### config.mk
export PLATFORM = sky130hd
export DESIGN_NAME = spn_status_nvm
export DESIGN_NICKNAME = d
export VERILOG_FILES = /design/src/core/spn_status_nvm.v
export VERILOG_INCLUDE_DIRS = /design/src /design/src/core
export SDC_FILE = /design/constraint.sdc
export NUM_CORES = 1
export LEC_CHECK = 0
export ABC_AREA = 1
export ABC_CLOCK_PERIOD_IN_PS = 4300
export BUFFER_PORTS_ARGS = -buffer_cell sky130_fd_sc_hd__buf_2
export CAP_MARGIN = 25
export CORE_MARGIN = 4
export CORE_UTILIZATION = 39
export CTS_BUF_LIST = sky130_fd_sc_hd__clkbuf_4 sky130_fd_sc_hd__clkbuf_8
export DETAILED_ROUTE_END_ITERATION = 6
export PLACE_DENSITY = 0.67
export SKIP_CTS_REPAIR_TIMING = 1
export SYNTH_ARGS = -nofsm -noshare
export SYNTH_HDL_FRONTEND = slang
export SYNTH_SLANG_ARGS = --single-unit
### constraint.sdc
create_clock -name sys_clk -period 4.3 [get_ports sys_clk]
set_clock_uncertainty 0.2 [all_clocks]
set_input_delay 0.43 -clock sys_clk [delete_from_list [all_inputs] [get_ports sys_clk]]
set_output_delay 0.43 -clock sys_clk [all_outputs]
set_load 0.005 [all_outputs]
### src/core/spn_status_nvm_map.vh
// register offsets, field positions, reset values and codes for the status pin and memory commit block
// Overview of operation
// - Upper status-pin selector is bits 7-4, resets 5h, codes 0h-Eh.
// - Lower status-pin selector is bits 3-0, resets 3h, same codes.
// - Bit 15 skips checksum on soft-reset and bit-13 loads, never on the load after reset_n.
// - Writing one to bit 14 recomputes checksum; result valid when busy clears.
// - Bit 13 loads memory contents into registers, then clears itself.
// - A memory-to-register load also runs automatically after every reset.
// - Registers are not readable while a memory-to-register load runs.
// - A load starts only once the always-on clock is active.
// - Bit 12 copies registers into the memory array, clears when done.
// - Bit 11 chooses memory page 0 or 1 for commit operations.
// - Initial power-up load uses the page-select pin, not the register bit.
// - Bits 10 and 9 include channels 4 and 3 integer dividers in stepping.
// - Masked-in integer and fractional dividers step by their own step sizes.
// - A set channel-3 integer mask bit includes that divider in stepping.
// - Writing one to the register increment bit steps dividers up, self-clearing.
// - Step-source bit picks pin (0) or register (1) step requests.
`ifndef SPN_STATUS_NVM_MAP_VH
`define SPN_STATUS_NVM_MAP_VH

`define SPN_ADDR_PIN_SEL     8'h02
`define SPN_ADDR_NVM_CTL     8'h03

`define SPN_RST_PIN_SEL      16'h0053
`define SPN_RST_NVM_CTL      16'h0000

`define SPN_UPPER_SEL_MSB    7
`define SPN_UPPER_SEL_LSB    4
`define SPN_LOWER_SEL_MSB    3
`define SPN_LOWER_SEL_LSB    0
`define SPN_IOD_SIZE_BIT     14

`define SPN_CRC_OFF_BIT      15
`define SPN_CRC_UPD_BIT      14
`define SPN_LOAD_BIT         13
`define SPN_STORE_BIT        12
`define SPN_PAGE_BIT         11
`define SPN_IOD_MASK_MSB     10
`define SPN_IOD_MASK_LSB     7
`define SPN_FOD_MASK_MSB     6
`define SPN_FOD_MASK_LSB     3
`define SPN_DEC_BIT          2
`define SPN_INC_BIT          1
`define SPN_REG_MODE_BIT     0

// bits of the control word that a write stores directly
`define SPN_CTL_PLAIN_MASK   16'h8FF9

`define SPN_BUSY_STATUS_CODE 5

`endif

### src/core/spn_status_nvm.v
// status pin selection, memory commit control and divider step masks
`timescale 1ns/100ps
`include "spn_status_nvm_map.vh"

module spn_status_nvm (
  // clock and reset
  input  wire        sys_clk,
  input  wire        reset_n,
  input  wire        soft_reset,
  // register access port from the serial front end
  input  wire [7:0]  reg_addr,
  input  wire        reg_wr,
  input  wire        reg_rd,
  input  wire [15:0] reg_wdata,
  output reg  [15:0] reg_rdata,
  output reg         reg_rd_ack,
  // pins and internal status
  input  wire        page_select_pin,
  input  wire        aon_clock_active,
  input  wire        frequency_step_up,
  input  wire        frequency_step_down,
  input  wire [14:0] status_in,
  output reg         upper_general_pin,
  output reg         lower_general_pin,
  // memory engine
  output reg         nvm_load_req,
  output reg         nvm_store_req,
  output reg         nvm_crc_req,
  output reg         nvm_page,
  output reg         nvm_crc_skip,
  input  wire        nvm_done,
  input  wire        nvm_load_we,
  input  wire [7:0]  nvm_load_addr,
  input  wire [15:0] nvm_load_data,
  output wire        nvm_busy,
  output wire        load_busy,
  output reg  [15:0] pin_sel_image,
  output reg  [15:0] nvm_ctl_image,
  // divider stepping
  output reg  [3:0]  iod_step_up,
  output reg  [3:0]  iod_step_down,
  output reg  [3:0]  fod_step_up,
  output reg  [3:0]  fod_step_down,
  output reg         iod_size_sel
);

  localparam [2:0] ST_IDLE  = 3'h0;
  localparam [2:0] ST_WAIT  = 3'h1;
  localparam [2:0] ST_LOAD  = 3'h2;
  localparam [2:0] ST_STORE = 3'h3;
  localparam [2:0] ST_CRC   = 3'h4;

  reg        rst_meta_reg;
  reg        rst_sync_reg;
  wire       rst_n;

  // reset release through two flops
  always @(posedge sys_clk or negedge reset_n) begin
    if (!reset_n) begin
      rst_meta_reg <= 1'b0;
      rst_sync_reg <= 1'b0;
    end else begin
      rst_meta_reg <= 1'b1;
      rst_sync_reg <= rst_meta_reg;
    end
  end
  assign rst_n = rst_sync_reg;

  // two-flop synchronisers for pins and foreign status
  reg [18:0] in_meta_reg;
  reg [18:0] in_sync_reg;
  always @(posedge sys_clk or negedge rst_n) begin
    if (!rst_n) begin
      in_meta_reg <= 19'h00000;
      in_sync_reg <= 19'h00000;
    end else begin
      in_meta_reg <= {page_select_pin, aon_clock_active, frequency_step_up, frequency_step_down, status_in};
      in_sync_reg <= in_meta_reg;
    end
  end
  wire        page_pin_s = in_sync_reg[18];
  wire        aon_s      = in_sync_reg[17];
  wire        up_pin_s   = in_sync_reg[16];
  wire        down_pin_s = in_sync_reg[15];
  wire [14:0] status_s   = in_sync_reg[14:0];

  reg [2:0]  state_reg;
  reg [2:0]  state_next;
  reg [15:0] sel_reg;
  reg [15:0] ctl_reg;
  reg        boot_reg;
  reg        por_reg;
  reg        up_prev_reg;
  reg        down_prev_reg;

  assign nvm_busy  = (state_reg != ST_IDLE);
  assign load_busy = (state_reg == ST_LOAD) || (state_reg == ST_WAIT);

  wire load_wanted = boot_reg || ctl_reg[`SPN_LOAD_BIT];
  // host writes are dropped during a load so the loaded image wins
  wire wr_sel = reg_wr && !load_busy && (reg_addr == `SPN_ADDR_PIN_SEL);
  wire wr_ctl = reg_wr && !load_busy && (reg_addr == `SPN_ADDR_NVM_CTL);
  wire ld_sel = nvm_load_we && (state_reg == ST_LOAD) && (nvm_load_addr == `SPN_ADDR_PIN_SEL);
  wire ld_ctl = nvm_load_we && (state_reg == ST_LOAD) && (nvm_load_addr == `SPN_ADDR_NVM_CTL);

  // sequencer; a load waits for the always-on clock
  always @* begin
    state_next = state_reg;
    case (state_reg)
      ST_IDLE: begin
        if (load_wanted)
          state_next = ST_WAIT;
        else if (ctl_reg[`SPN_STORE_BIT])
          state_next = ST_STORE;
        else if (ctl_reg[`SPN_CRC_UPD_BIT])
          state_next = ST_CRC;
      end
      ST_WAIT: begin
        if (aon_s)
          state_next = ST_LOAD;
      end
      ST_LOAD, ST_STORE, ST_CRC: begin
        if (nvm_done)
          state_next = ST_IDLE;
      end
      default: state_next = ST_IDLE;
    endcase
  end

  wire enter_load  = (state_reg == ST_WAIT) && aon_s;
  wire enter_store = (state_reg == ST_IDLE) && !load_wanted && ctl_reg[`SPN_STORE_BIT];
  wire enter_crc   = (state_reg == ST_IDLE) && !load_wanted && !ctl_reg[`SPN_STORE_BIT]
                     && ctl_reg[`SPN_CRC_UPD_BIT];
  wire done_load   = (state_reg == ST_LOAD) && nvm_done;
  wire done_store  = (state_reg == ST_STORE) && nvm_done;
  wire done_crc    = (state_reg == ST_CRC) && nvm_done;

  always @(posedge sys_clk or negedge rst_n) begin
    if (!rst_n)
      state_reg <= ST_IDLE;
    else if (soft_reset)
      state_reg <= ST_IDLE;
    else
      state_reg <= state_next;
  end

  // engine requests: page and checksum policy latched at start
  always @(posedge sys_clk or negedge rst_n) begin
    if (!rst_n) begin
      nvm_load_req  <= 1'b0;
      nvm_store_req <= 1'b0;
      nvm_crc_req   <= 1'b0;
      nvm_page      <= 1'b0;
      nvm_crc_skip  <= 1'b0;
      boot_reg      <= 1'b1;
      por_reg       <= 1'b1;
    end else begin
      nvm_load_req  <= enter_load && !soft_reset;
      nvm_store_req <= enter_store && !soft_reset;
      nvm_crc_req   <= enter_crc && !soft_reset;
      if (enter_load || enter_store) begin
        // boot load follows the pin, later commits the register bit
        nvm_page <= boot_reg ? page_pin_s : ctl_reg[`SPN_PAGE_BIT];
        nvm_crc_skip <= ctl_reg[`SPN_CRC_OFF_BIT] && !(boot_reg && por_reg);
      end
      if (soft_reset) begin
        boot_reg <= 1'b1;
        por_reg  <= 1'b0;
      end else if (done_load) begin
        boot_reg <= 1'b0;
        por_reg  <= 1'b0;
      end
    end
  end

  // selector register
  always @(posedge sys_clk or negedge rst_n) begin
    if (!rst_n)
      sel_reg <= `SPN_RST_PIN_SEL;
    else if (soft_reset)
      sel_reg <= `SPN_RST_PIN_SEL;
    else if (ld_sel)
      sel_reg <= nvm_load_data;
    else if (wr_sel)
      sel_reg <= reg_wdata;
  end

  // control register; a host write setting a store or checksum request wins over its hardware clear
  reg [15:0] ctl_next;
  always @* begin
    ctl_next = ctl_reg;
    ctl_next[`SPN_INC_BIT] = 1'b0;
    ctl_next[`SPN_DEC_BIT] = 1'b0;
    if (done_load)
      ctl_next[`SPN_LOAD_BIT] = 1'b0;
    if (done_store)
      ctl_next[`SPN_STORE_BIT] = 1'b0;
    if (done_crc)
      ctl_next[`SPN_CRC_UPD_BIT] = 1'b0;
    if (ld_ctl)
      ctl_next = (nvm_load_data & `SPN_CTL_PLAIN_MASK) | (ctl_next & ~`SPN_CTL_PLAIN_MASK);
    if (wr_ctl) begin
      ctl_next = (reg_wdata & `SPN_CTL_PLAIN_MASK) | (ctl_next & ~`SPN_CTL_PLAIN_MASK);
      if (reg_wdata[`SPN_CRC_UPD_BIT])
        ctl_next[`SPN_CRC_UPD_BIT] = 1'b1;
      if (reg_wdata[`SPN_LOAD_BIT])
        ctl_next[`SPN_LOAD_BIT] = 1'b1;
      if (reg_wdata[`SPN_STORE_BIT])
        ctl_next[`SPN_STORE_BIT] = 1'b1;
      ctl_next[`SPN_INC_BIT] = reg_wdata[`SPN_INC_BIT];
      ctl_next[`SPN_DEC_BIT] = reg_wdata[`SPN_DEC_BIT];
    end
  end

  always @(posedge sys_clk or negedge rst_n) begin
    if (!rst_n)
      ctl_reg <= `SPN_RST_NVM_CTL;
    else if (soft_reset)
      // checksum bypass survives so the following load can honour it
      ctl_reg <= `SPN_RST_NVM_CTL | (ctl_reg & (16'h0001 << `SPN_CRC_OFF_BIT));
    else
      ctl_reg <= ctl_next;
  end

  // register reads are withheld while a load rewrites them
  always @(posedge sys_clk or negedge rst_n) begin
    if (!rst_n) begin
      reg_rdata  <= 16'h0000;
      reg_rd_ack <= 1'b0;
    end else begin
      // unmapped addresses read zero but are still acknowledged
      reg_rd_ack <= reg_rd && !load_busy;
      if (reg_rd && !load_busy) begin
        case (reg_addr)
          `SPN_ADDR_PIN_SEL: reg_rdata <= sel_reg;
          `SPN_ADDR_NVM_CTL: reg_rdata <= ctl_reg;
          default:           reg_rdata <= 16'h0000;
        endcase
      end
    end
  end

  // status pin routing; own busy replaces the foreign input at its code
  wire [15:0] status_vec;
  genvar gi;
  generate
    for (gi = 0; gi < 15; gi = gi + 1) begin : g_status
      if (gi == `SPN_BUSY_STATUS_CODE) begin : g_own
        assign status_vec[gi] = nvm_busy;
      end else begin : g_ext
        assign status_vec[gi] = status_s[gi];
      end
    end
  endgenerate
  // code Fh has no source and reads low
  assign status_vec[15] = 1'b0;
  wire [3:0]  upper_code = sel_reg[`SPN_UPPER_SEL_MSB:`SPN_UPPER_SEL_LSB];
  wire [3:0]  lower_code = sel_reg[`SPN_LOWER_SEL_MSB:`SPN_LOWER_SEL_LSB];

  always @(posedge sys_clk or negedge rst_n) begin
    if (!rst_n) begin
      upper_general_pin <= 1'b0;
      lower_general_pin <= 1'b0;
      pin_sel_image     <= `SPN_RST_PIN_SEL;
      nvm_ctl_image     <= `SPN_RST_NVM_CTL;
    end else begin
      upper_general_pin <= status_vec[upper_code];
      lower_general_pin <= status_vec[lower_code];
      pin_sel_image     <= sel_reg;
      nvm_ctl_image     <= ctl_reg;
    end
  end

  // step requests: pin edges or register pulses
  // pin edges are taken after the synchroniser, so a step lands three cycles late
  wire reg_mode = ctl_reg[`SPN_REG_MODE_BIT];
  wire up_req   = reg_mode ? ctl_reg[`SPN_INC_BIT] : (up_pin_s && !up_prev_reg);
  wire down_req = reg_mode ? ctl_reg[`SPN_DEC_BIT] : (down_pin_s && !down_prev_reg);
  wire [3:0] iod_mask = ctl_reg[`SPN_IOD_MASK_MSB:`SPN_IOD_MASK_LSB];
  wire [3:0] fod_mask = ctl_reg[`SPN_FOD_MASK_MSB:`SPN_FOD_MASK_LSB];

  // outputs are ordered ch4..ch1; dividers apply their own step sizes
  always @(posedge sys_clk or negedge rst_n) begin
    if (!rst_n) begin
      up_prev_reg   <= 1'b0;
      down_prev_reg <= 1'b0;
      iod_step_up   <= 4'h0;
      iod_step_down <= 4'h0;
      fod_step_up   <= 4'h0;
      fod_step_down <= 4'h0;
      iod_size_sel  <= 1'b0;
    end else begin
      up_prev_reg   <= up_pin_s;
      down_prev_reg <= down_pin_s;
      iod_step_up   <= iod_mask & {4{up_req}};
      iod_step_down <= iod_mask & {4{down_req}};
      fod_step_up   <= fod_mask & {4{up_req}};
      fod_step_down <= fod_mask & {4{down_req}};
      iod_size_sel  <= sel_reg[`SPN_IOD_SIZE_BIT];
    end
  end

endmodule // spn_status_nvm

==> results.py <==
metrics = {
    "setup_path": {
        "cp.arrival_ns": 2.67,
        "cp-end-kind": "flip-flop",
        "cp_slowest_cell": "inv_1",
        "critPathMaxFanout": 21,
        "max_stage_delay_ns": 0.75,
        "worst_ep_required_time_ns": 4.44,
        "path_delay_family": "buffers and inverters",
        "path_class": "flip-flop to flip-flop",
        "path_cells": "inv_1 -> nand3_2 -> nand3_1 -> inv_1 -> nand3_1 -> o21a_1",
        "crit_buf_inv": 2,
        "start_kind": "flip-flop",
    },
    "final_layout": {
        "drive_above_1_share_pct": 26.0,
        "final_nets": 873,
        "fillers": 1351,
        "diodes": 0,
        "syn2layout_area_growth_pct": 25.9,
        "final_cell_area_um2": 7440,
    },
    "clocking": {
        "cts_tree": "yes",
        "cts-root-buf": "clkbuf_8",
        "ctsLongestPathBuffers": 2,
        "htree_levels": 4,
        "clk_pin_slew_ns": 0.08,
        "clock-sinks": 149,
        "cts_buffers": 17,
        "insertion_delay_ns": 0.45,
    },
    "logic_synthesis": {
        "synth.most_common_cell": "nand2_1",
        "synth-edff-count": 0,
        "synthesis.nets": 704,
        "synth_area_um2": 5910,
        "synth-seq-area-share_pct": 63.3,
        "yosys.area.top_type": "dfrtp_1",
        "async_reset_ff_share_pct": 100,
        "yosysUniqueCellTypes": 32,
        "synth_seq_cells": 149,
        "ys_warn_count": 0,
        "synth_top_area_share_pct": 58.8,
        "synth-main-ff-cell": "dfrtp_1",
        "ys_top_cells_by_count": "nand2_1 (211), dfrtp_1 (139), inv_1 (60)",
        "synth_area_leaders": "dfrtp_1 (59%), nand2_1 (13%), nand3_1 (4.7%), dfstp_2 (4.4%), inv_1 (3.8%)",
        "syn-mean-instance-area_um2": 9.39,
        "synth_cells": 630,
    },
    "sta": {
        "final_max_slew_viol_count": 0,
        "tns_ns": 0,
        "setup_viol": 0,
        "finalHoldViolCount": 1,
        "hold_slack_ns": -0.0000754,
        "finalCriticalPeriod_ns": 2.53,
        "relSlewSlack_pct": 52.2,
        "clock.fmax_mhz": 395,
        "rsz0062_at_grt": "no",
        "fin_crit_sh_pct": 58.9,
        "worst_slew_pin_slew_ns": 0.716,
    },
    "global_route": {
        "grt_usage_pct": 18.3,
        "grt_start_max_net_pins": 78,
        "grt.overflow.total": 0,
        "grt_pass1_vias": 4592,
        "antenna_found_initial": 0,
        "grt_pass1_wl_um": 24600,
    },
    "power_and_ir_drop": {
        "ir_worst_vdd_mv": 0.250,
        "power.density_nw_per_um2": 392,
        "leakagePower_nw": 4.08,
    },
    "drt": {
        "route.detailed.drc": 0,
        "wl_per_cell_um": 15.8,
        "drt-total-wl_um": 15700,
        "drt_iter0_drc": 394,
        "ant_nets": 0,
        "viasPerCell": 4.80,
        "vias": 4779,
        "drtPass1Iterations": 5,
    },
    "floorplan": {
        "dieArea_um2": 17200,
        "die-height_um": 131,
        "core_um2": 14700,
        "ios": 149,
        "start_util_pct": 40.2,
        "fp-row-count": 44,
        "die_w_um": 131,
    },
    "hold_path": {
        "hold_class": "flip-flop to asynchronous set/reset pin",
    },
    "place": {
        "io_buffers": 147,
        "gp_congestion": 0.921,
        "place_area_um2": 6790,
        "dpl.hpwl_um": 11300,
    },
    "status": {
        "outcome": "complete, but fails checks",
        "failed_checks": "hold timing",
    },
    "job": {
        "maxCapViolCount": 0,
    },
}
kinds of logic (layout without fill, tap and decap cells):
logic type / after synthesis / in the layout / synth area share, %
other cells: 1 / 1 / 0.0634
simple gates: 340 / 340 / 24.9
compound gates: 57 / 57 / 5.69
flops: 149 / 149 / 63.3
buf+inv: 83 / 265 / 6.07
final cells by class:
cell class | instances | area [um2] | share of cell area, %
inverter | 62 | 235 | 3.16
multi-input combinational | 398 | 1810 | 24.4
sequential | 149 | 3740 | 50.3
clock inverter | 12 | 144 | 1.93
clock buffer | 20 | 275 | 3.70
tap | 184 | 230 | 3.09
timing repair buffer | 171 | 1000 | 13.4
power breakdown:
part           switching, mW  total (mW)  internal [mW]
clock                  0.547        1.12          0.572
combinational          0.184       0.299          0.115
sequential            0.0411        1.50           1.46
cell usage in the layout (no fill, tap or decap), types with 2 or more instances in the layout:
cell type / Yosys / layout
nand2_1: 211 / 211
buf_2: 9 / 147
dfrtp_1: 139 / 138
inv_1: 60 / 60
nand3_1: 56 / 56
nor2_1: 49 / 49
o21ai_0: 28 / 28
dlygate4sd3_1: 0 / 21
clkbuf_8: 0 / 20
dfstp_2: 10 / 10
a21oi_1: 8 / 8
o211ai_1: 7 / 7
nand3b_1: 7 / 7
nor2_4: 5 / 5
o22ai_1: 5 / 5
o21a_1: 4 / 4
clkinv_4: 0 / 4
nand2_4: 3 / 3
nor2_2: 2 / 2
nand3_2: 2 / 2
nand2_2: 2 / 2
inv_6: 0 / 2
bufinv_16: 0 / 2
clkinvlp_4: 0 / 2
metal layers:
| layer | GRT usage [%] | vias to the layer above | wire length (um) |
|---|---|---|---|
| met5 | 0 | - | 0 |
| met4 | 8.93 | 0 | 534 |
| met3 | 4.17 | 36 | 997 |
| met2 | 27.8 | 199 | 7220 |
| met1 | 24.9 | 2231 | 6990 |
| li1 | - | 2313 | - |
through the flow:
step / setup WS, ns / util, % / std cells / total power [mW] / hold WS (ns)
finish: 1.77 / 50.6 / 996 / 2.92 / -0.0000754
detailed placement: 1.81 / 46.2 / 942 / 1.81 / 0.0198
global placement: 1.87 / 46.2 / 942 / 1.81 / 0.0164
floorplan: 1.64 / - / 630 / 1.68 / -0.0656
global route: 1.60 / 50.6 / 996 / 3.04 / 0.0206
CTS: 1.79 / 49.0 / 974 / 2.92 / -0.471
path summary, 6_finish.rpt:
path | end | slack (ns) | from | cells past startpoint
max | reg_rdata[1]$_DFFE_PN0P_ | 1.77 | state_reg[1]$_DFFE_PN0P_ | 6
min | in_meta_reg[3]$_DFF_PN0_ | -0.00008 | rst_n$_DFF_PN0_ | 0
max reg2reg | reg_rdata[1]$_DFFE_PN0P_ | 1.77 | state_reg[1]$_DFFE_PN0P_ | 6
min reg2reg | in_meta_reg[3]$_DFF_PN0_ | -0.00008 | rst_n$_DFF_PN0_ | 0
max in group asynchronous | boot_reg$_DFFE_PN1P_ | 3.22 | rst_n$_DFF_PN0_ | 1
min in group sys_clk | ctl_reg[14]$_DFF_PN0_ | 0.06 | reg_wdata[14] | 3
(Power assumes the default switching activity.)
